===== src/ldf_defines.vh =====
// register offsets, field positions and timing counts of the led diagnostic flag block
`ifndef LDF_DEFINES_VH
`define LDF_DEFINES_VH
`define LDF_ADDR_COPY 8'h06
`define LDF_ADDR_BOOT 8'h34
`define LDF_ADDR_DIAG3 8'h35
`define LDF_ADDR_DIAG2 8'h36
`define LDF_CR_LSB 3
`define LDF_HR_LSB 0
`define LDF_TOG_LSB 0
`define LDF_BOOT_LSB 0
`define LDF_FLAG_RESET 3'h0
`define LDF_GATE_MAX_NS 1000000
`define LDF_CLK_NS 10
`define LDF_GATE_MAX_CYC (`LDF_GATE_MAX_NS / `LDF_CLK_NS)
`endif


===== src/ldf_diag_flags.v =====
// per-channel diagnostic flags of a three-channel led buck driver
//
// Contract
// set toggle flag on any dimming level change
// any diag2 write clears all toggle flags
// toggle flags in diag2 bits 2:0
// headroom check gates channel off, sets flag
// resume switching once headroom recovers
// headroom flags stay until diag3 write
// cleared flags may re-set from stale sample
// set current-reached when target current reached
// clear on dim fall, supply uv, copy pulse
// clear after gate high over 1 ms
// diag3: cr bits 5:3, headroom 2:0, 7:6 zero
// block gate turn-on during bootstrap undervoltage
// bootstrap uv turns channel off, sticky flag
// write one clears boot flag, zero keeps
// cleared boot flag re-enables gate drive
// boot register bits 2:0, 7:3 zero
// copy pulse updates result, clears live flag
// set wins over a same-cycle clear
`timescale 1ns/10ps
`include "ldf_defines.vh"
module ldf_diag_flags (
	input wire clk,
	input wire arst_n,
	input wire [2:0] dimInput,
	input wire [2:0] channelOn,
	input wire inputSupplyOk,
	input wire [2:0] headroomLow,
	input wire [2:0] targetReached,
	input wire [2:0] switchNodeOff,
	input wire [2:0] bootstrapBelowUv,
	input wire [2:0] gateRequest,
	input wire wrEn,
	input wire rdEn,
	input wire [7:0] addr,
	input wire [7:0] wrData,
	output wire [7:0] rdData,
	output reg [2:0] gateDrive_r,
	output reg [2:0] currentReachedResult_r,
	output reg [2:0] copyPulseRequest_r
);
	////////////////////////////////////////////////////////////////////////////////
	reg [2:0] dimPrev_r;
	reg [2:0] toggleFlag_r;
	reg [2:0] toggleFlag_nxt;
	reg [2:0] headroomFlag_r;
	reg [2:0] headroomFlag_nxt;
	reg [2:0] headroomHold_r;
	reg [2:0] crLive_r;
	reg [2:0] crLive_nxt;
	reg [2:0] bootFlag_r;
	reg [2:0] bootFlag_nxt;
	reg supplyPrev_r;
	reg [2:0] gateDrive_nxt;
	reg [7:0] rdWord;
	wire [2:0] gateLong;
	wire [2:0] dimEdge;
	wire [2:0] dimFall;
	wire [2:0] headroomEvt;
	wire [2:0] bootEvt;
	wire supplyFall;
	wire wrDiag2;
	wire wrDiag3;
	wire wrBoot;
	wire wrCopy;

	// one decode function for all write address matches
	function hit;
		input [7:0] a;
		input [7:0] refAddr;
		begin
			hit = (a == refAddr);
		end
	endfunction

	assign wrDiag2 = wrEn && hit(addr, `LDF_ADDR_DIAG2);
	assign wrDiag3 = wrEn && hit(addr, `LDF_ADDR_DIAG3);
	assign wrBoot = wrEn && hit(addr, `LDF_ADDR_BOOT);
	assign wrCopy = wrEn && hit(addr, `LDF_ADDR_COPY);

	////////////////////////////////////////////////////////////////////////////////
	// edge detection on the dimming pins and the supply status
	assign dimEdge = dimInput ^ dimPrev_r;
	assign dimFall = dimPrev_r & ~dimInput;
	assign supplyFall = supplyPrev_r & ~inputSupplyOk;
	// headroom monitored only while channel on and supply ok
	assign headroomEvt = headroomLow & channelOn & {3{inputSupplyOk}};
	// bootstrap compared only while the switch node is off
	assign bootEvt = bootstrapBelowUv & switchNodeOff;

	always @(posedge clk or negedge arst_n) begin
		if (!arst_n) begin
			dimPrev_r <= 3'h0;
			supplyPrev_r <= 1'b0;
			headroomHold_r <= 3'h0;
		end else begin
			dimPrev_r <= dimInput;
			supplyPrev_r <= inputSupplyOk;
			// sample only while monitored; an off channel keeps its last sample
			if (inputSupplyOk) begin
				headroomHold_r <= (headroomLow & channelOn) | (headroomHold_r & ~channelOn);
			end
		end
	end

	////////////////////////////////////////////////////////////////////////////////
	// gate-high timers, one per channel; long count clears and blocks the live current-reached flag
	genvar g;
	generate
		for (g = 0; g < 3; g = g + 1) begin : gTimer
			reg [16:0] cnt_r;
			always @(posedge clk or negedge arst_n) begin
				if (!arst_n) begin
					cnt_r <= 17'h00000;
				end else if (gateDrive_r[g] && dimInput[g]) begin
					if (cnt_r != 17'h1FFFF) begin
						cnt_r <= cnt_r + 17'h00001;
					end
				end else begin
					cnt_r <= 17'h00000;
				end
			end
			// held while over the limit so the live flag cannot re-set meanwhile
			assign gateLong[g] = (cnt_r >= `LDF_GATE_MAX_CYC);
		end
	endgenerate

	////////////////////////////////////////////////////////////////////////////////
	// next-state of all flags; set terms applied last so they win
	always @* begin
		toggleFlag_nxt = toggleFlag_r;
		if (wrDiag2) begin
			toggleFlag_nxt = 3'h0;
		end
		toggleFlag_nxt = toggleFlag_nxt | dimEdge; // see

		headroomFlag_nxt = headroomFlag_r;
		if (wrDiag3) begin
			headroomFlag_nxt = 3'h0;
			headroomFlag_nxt = (~channelOn | {3{~inputSupplyOk}}) & headroomHold_r;
		end
		headroomFlag_nxt = headroomFlag_nxt | headroomEvt; // see

		crLive_nxt = crLive_r;
		crLive_nxt = crLive_nxt & ~dimFall & ~copyPulseRequest_r & ~gateLong; // see
		if (supplyFall) begin
			crLive_nxt = 3'h0;
		end
		crLive_nxt = crLive_nxt | (targetReached & dimInput & ~gateLong);

		bootFlag_nxt = bootFlag_r;
		if (wrBoot) begin
			bootFlag_nxt = bootFlag_r & ~wrData[2:0];
		end
		bootFlag_nxt = bootFlag_nxt | bootEvt; // see

		// gate off on headroom or boot fault; returns when both clear
		gateDrive_nxt = gateRequest & channelOn & {3{inputSupplyOk}}
			& ~headroomLow & ~bootFlag_nxt & ~bootEvt; // see see
	end

	always @(posedge clk or negedge arst_n) begin
		if (!arst_n) begin
			toggleFlag_r <= `LDF_FLAG_RESET;
			headroomFlag_r <= `LDF_FLAG_RESET;
			crLive_r <= `LDF_FLAG_RESET;
			bootFlag_r <= `LDF_FLAG_RESET;
			gateDrive_r <= 3'h0;
		end else begin
			toggleFlag_r <= toggleFlag_nxt;
			headroomFlag_r <= headroomFlag_nxt;
			crLive_r <= crLive_nxt;
			bootFlag_r <= bootFlag_nxt;
			gateDrive_r <= gateDrive_nxt;
		end
	end

	////////////////////////////////////////////////////////////////////////////////
	// copy-pulse request: self-clearing after one update cycle
	always @(posedge clk or negedge arst_n) begin
		if (!arst_n) begin
			copyPulseRequest_r <= 3'h0;
			currentReachedResult_r <= 3'h0;
		end else begin
			copyPulseRequest_r <= wrCopy ? wrData[2:0] : 3'h0;
			// result updated on dim fall or copy request
			currentReachedResult_r <= (currentReachedResult_r & ~(dimFall | copyPulseRequest_r))
				| (crLive_r & (dimFall | copyPulseRequest_r));
		end
	end

	////////////////////////////////////////////////////////////////////////////////
	// read mux; reserved bits return zero, unmapped addresses read zero
	always @* begin
		rdWord = 8'h00;
		case (addr)
			`LDF_ADDR_DIAG2: rdWord = {5'h00, toggleFlag_r};
			`LDF_ADDR_DIAG3: rdWord = {2'h0, crLive_r, headroomFlag_r};
			`LDF_ADDR_BOOT: rdWord = {5'h00, bootFlag_r};
			`LDF_ADDR_COPY: rdWord = {5'h00, copyPulseRequest_r};
			default: rdWord = 8'h00;
		endcase
	end

	ldf_read_reg uRead (
		.clk(clk),
		.arst_n(arst_n),
		.rdEn(rdEn),
		.rdWord(rdWord),
		.rdData_r(rdData)
	);
endmodule


===== src/ldf_read_reg.v =====
// small read-data register bank: holds the latched read word for the host port
`timescale 1ns/10ps
module ldf_read_reg (
	input wire clk,
	input wire arst_n,
	input wire rdEn,
	input wire [7:0] rdWord,
	output reg [7:0] rdData_r
);
	// latch the addressed word on a read strobe
	always @(posedge clk or negedge arst_n) begin
		if (!arst_n) begin
			rdData_r <= 8'h00;
		end else if (rdEn) begin
			rdData_r <= rdWord;
		end
	end
endmodule


===== config.mk =====
export PLATFORM = sky130hd
export DESIGN_NAME = ldf_diag_flags
export DESIGN_NICKNAME = d
export VERILOG_FILES = /design/src/ldf_diag_flags.v /design/src/ldf_read_reg.v
export VERILOG_INCLUDE_DIRS = /design/src
export SDC_FILE = /design/constraint.sdc
export NUM_CORES = 1
export LEC_CHECK = 0
export BUFFER_PORTS_ARGS = -buffer_cell sky130_fd_sc_hd__buf_2
export CAP_MARGIN = 15
export CORE_ASPECT_RATIO = 1.75
export CORE_MARGIN = 4
export CORE_UTILIZATION = 23
export CTS_CLUSTER_DIAMETER = 40
export CTS_CLUSTER_SIZE = 12
export DETAILED_ROUTE_END_ITERATION = 10
export GPL_ROUTABILITY_DRIVEN = 0
export GPL_TIMING_DRIVEN = 1
export PLACE_DENSITY = 0.42
export RECOVER_POWER = 25
export SYNTH_ARGS = -nofsm -noshare
export SYNTH_HDL_FRONTEND = slang
export SYNTH_HIERARCHICAL = 1
export SYNTH_SLANG_ARGS = --single-unit

===== constraint.sdc =====
create_clock -name clk -period 2.33 [get_ports clk]
set_clock_uncertainty 0.05 [all_clocks]
set_input_delay 0.3495 -clock clk [delete_from_list [all_inputs] [get_ports clk]]
set_output_delay 0.3495 -clock clk [all_outputs]
set_load 0.01 [all_outputs]

==> summary.txt <==
Timing
  • Setup total negative slack: 0 ns
  • Final slew viol count: 0
  • Slew of the pin with the lowest slew margin: 1.015 ns
  • Period minus WS final: ~2.2 ns
  • RSZ-0062 raised after global routing: no
  • Peak Freq: around 0.45 GHz
  • Setup-failing EPs final: 0
  • Min Hold Slack: 0.1191 ns
  • Final period utilization: 0.9436
  • Final Hold Fails: 0
  • Slew headroom: 0.3231

Critical path
  • Required time worst endpoint: 2.54 ns
  • Worst setup EP type: flop
  • WP data arrival: 2.40 ns
  • Critical path peak fanout: 4
  • Reg2reg start: gTimer[2].cnt_r[8]
  • Critical path class: flop to flop
  • CP startpoint: gTimer[2].cnt_r[8]
  • Startpoint types: flop

Job
  • # Max-Cap Violations: 0

Pwr
  • Clk pwr share: 0.453
  • Flop pwr share: 0.492
  • Cell area power density: 587.0 nW/um^2
  • Net Switching: between 0.7 and 0.8 mW
  • LEAKAGE: 2.257 nW
  • Combinational cell fraction of total power: 0.055
  • IR drop worst, VDD: slightly above 0.3 mV
  • Pwr Total: roughly 3.2 mW
  • Int Pwr: 2.382 mW
  • Sw Share: 0.2461

Die
  • Die ar.: approximately 21,000 um^2
  • # rows: 66
  • Die Wd: 111.8 um
  • Starting density of the core: 0.2333
  • # IOs: 59
  • Die span in y: 189.6 um
  • Core Box Area: 18,580 um^2

GRT
  • GRT overflow: 0
  • First-pass GRT wire length: ~18,000 um
  • Largest net degree at the start of global routing: 35
  • Vias in the first global route: 3,524
  • Initial antenna violation count: 3
  • GRT Util Overall: 0.1047

Final layout
  • Nets: 556
  • Fillers: 1,947
  • Antenna fix cells: 0
  • Layout cells sized above 1: 0.2387
  • Area occupied by multi-input gates: 2058 um^2
  • Syn-to-layout area delta: 24.22%
  • Reg area: ~2200 um^2

Clock tree
  • H-tree depth: 3
  • TritonCTS Buffers: 9
  • Clk sinks: 87
  • Clk_lat worst skew: 0.34 ns
  • CTS tree: done
  • Deepest clock path buffer count: 2
  • Clock root buffer master: clkbuf_16
  • Clock-pin slew on the worst setup and hold paths: 0.08 ns

Logic synthesis
  • #FFs+latches synth: 87
  • Synth Area per Inst: around 10 um^2
  • Cell variety after synth: 52
  • Synthesis Warnings: 6
  • Main synth FF type: dfrtp_1
  • Synthesized area: 4334 um^2
  • Ys async rst share: 1.000
  • Syn Inst Count: ~420
  • Register area share after synthesis: 0.5023
  • Number of synthesized flops with an enable pin: 0

Detailed routing
  • Final wirelength: 10,820 um
  • Pre-antenna DRT Iters: 4
  • ANT nets after route: 0
  • Drt wl/cell: 14.53 um
  • Routed vias: 3,353
  • DRC errors left: 0
  • Iteration-0 DRC Markers: 111
  • Vias per cell: ~4.5

Place
  • Number of port buffers: 53
  • Final HPWL DP: 8118 um

Outcome
  • Outcome: finished clean

Min path
  • Min-delay worst type: input port to flop
  • Worst Hold Launch: headroomLow[2]
[power groups by stage]
stage	clock network [mW]	registers [mW]	logic (mW)
global route	1.55	1.56	0.195
floorplan	0	1.59	0.0640
detailed placement	0	1.59	0.183
global placement	0	1.59	0.181
finish	1.43	1.56	0.173
CTS	1.47	1.56	0.186
[final cells by class]
type                            instances  area share
Multi-Input combinational cell        304      0.3823
Clock inverter                          6    0.009761
Timing Repair Buffer                   82     0.09133
Clock buffer                           10     0.04439
Inverter                               18     0.01255
Tap cell                              238     0.05531
Sequential cell                        87      0.4044
[worst max-delay path, stage by stage, from the launching register on]
cell	delay, ns
dfrtp_1	0.38
and4_1	0.23
nand4_1	0.14
nor4_2	0.07
ha_2	0.21
nand3b_1	0.19
or3_4	0.36
or3_1	0.35
a21oi_1	0.14
[cell usage in the layout (no fill, tap or decap), types with 5 or more instances in the layout]
cell	count
nand3_1	8
nand2_1	38
ha_1	9
clkbuf_16	9
a21oi_1	13
nor4_1	10
mux2i_1	6
xor2_1	7
or3_1	11
buf_4	27
dfrtp_1	87
buf_2	47
xnor2_1	26
o21ai_0	16
nor2_1	50
nand4_1	10
mux2_4	5
inv_1	18
nor3_1	13
clkbuf_1	5
and3_1	10
[cell usage after synthesis, types with 3 or more instances]
cell       n  share of area
nor3_1    13          0.015
buf_2      3         0.0035
a22oi_1    4         0.0069
and3_1    10          0.014
mux2_4     8          0.028
mux2i_1    6          0.014
or3_1     11          0.016
mux2_2     4          0.010
a32oi_1    3         0.0061
o21ai_0   16          0.018
xor2_1     7          0.014
and4_1     4         0.0081
nand4b_1   4         0.0081
a21bo_2    3         0.0069
a31oi_1    3         0.0043
nor4_1    13          0.019
xnor2_1   26          0.053
nand4_1   10          0.014
a21oi_1   13          0.015
nand2_1   38          0.033
clkbuf_1   4         0.0035
a21o_1     3         0.0052
inv_1     18          0.016
dfrtp_1   87           0.50
ha_1      12          0.035
nor2_1    50          0.043
nand3_1    8         0.0092
o41ai_1    3         0.0061
[cells by family (layout without fill, tap and decap cells)]
logic type	count (synthesis)	in the layout	synth area share
AND/OR/NAND/NOR	184	184	0.2333
flip-flops	87	87	0.5023
AO/OA/AOI/OAI	55	55	0.08286
XOR/XNOR	33	33	0.06669
buffers and inverters	28	116	0.02742
multiplexers	18	18	0.05196
adder cells (fa/ha/maj)	12	12	0.03464
other	1	2	0.0008652
[stage by stage]
step | setup slack [ns] | std cells | utilization | instance area, um^2
6_report | 0.1314 | 745 | 0.2898 | 5384
5_1_grt | 0.007443 | 745 | 0.2898 | 5384
4_1_cts | 0.04018 | 742 | 0.2881 | 5354
3_5_place_dp | 0.06367 | 725 | 0.2719 | 5052
3_3_place_gp | 0.07767 | 725 | 0.2719 | 5052
2_1_floorplan | 0.04793 | 419 | - | 4338
[sequential cells by signal (all words and copies together) (netlist names), named ones only]
name,flops
crLive_r,3
supplyPrev_r,1
headroomFlag_r,3
bootFlag_r,3
gateDrive_r,3
toggleFlag_r,3
copyPulseRequest_r,3
dimPrev_r,3
gTimer.cnt_r,51
uRead/rdData_r,8
[final timing paths]
check                           slack, ns  cells after the start                  end
worst max-delay path                 0.13                      8  gTimer[2].cnt_r[13]
worst min-delay path                 0.12                      2       gateDrive_r[2]
worst max register to register       0.13                      8  gTimer[2].cnt_r[13]
worst min register to register       0.43                      1                 flop
max in group asynchronous            0.67                      3         supplyPrev_r
min in group asynchronous            0.67                      2   gTimer[1].cnt_r[5]
[per-layer routing]
layer	GRT usage	part of all wire	vias up
li1	-	-	1647
met1	0.1202	0.42	1636
met2	0.1858	0.52	46
met3	0.02769	0.042	18
met4	0.03794	0.017	6
met5	0	0.0027	-
[what timing repair did]
action                                  in CTS  in global routing
hold buffers                                 1                  0
gates resized for setup                      0                  7
setup buffers                                0                  3
endpoints found under the hold margin       32                  0
endpoints found under the setup margin       0                 30
No activity file was read; power rests on OpenSTA's default activity.
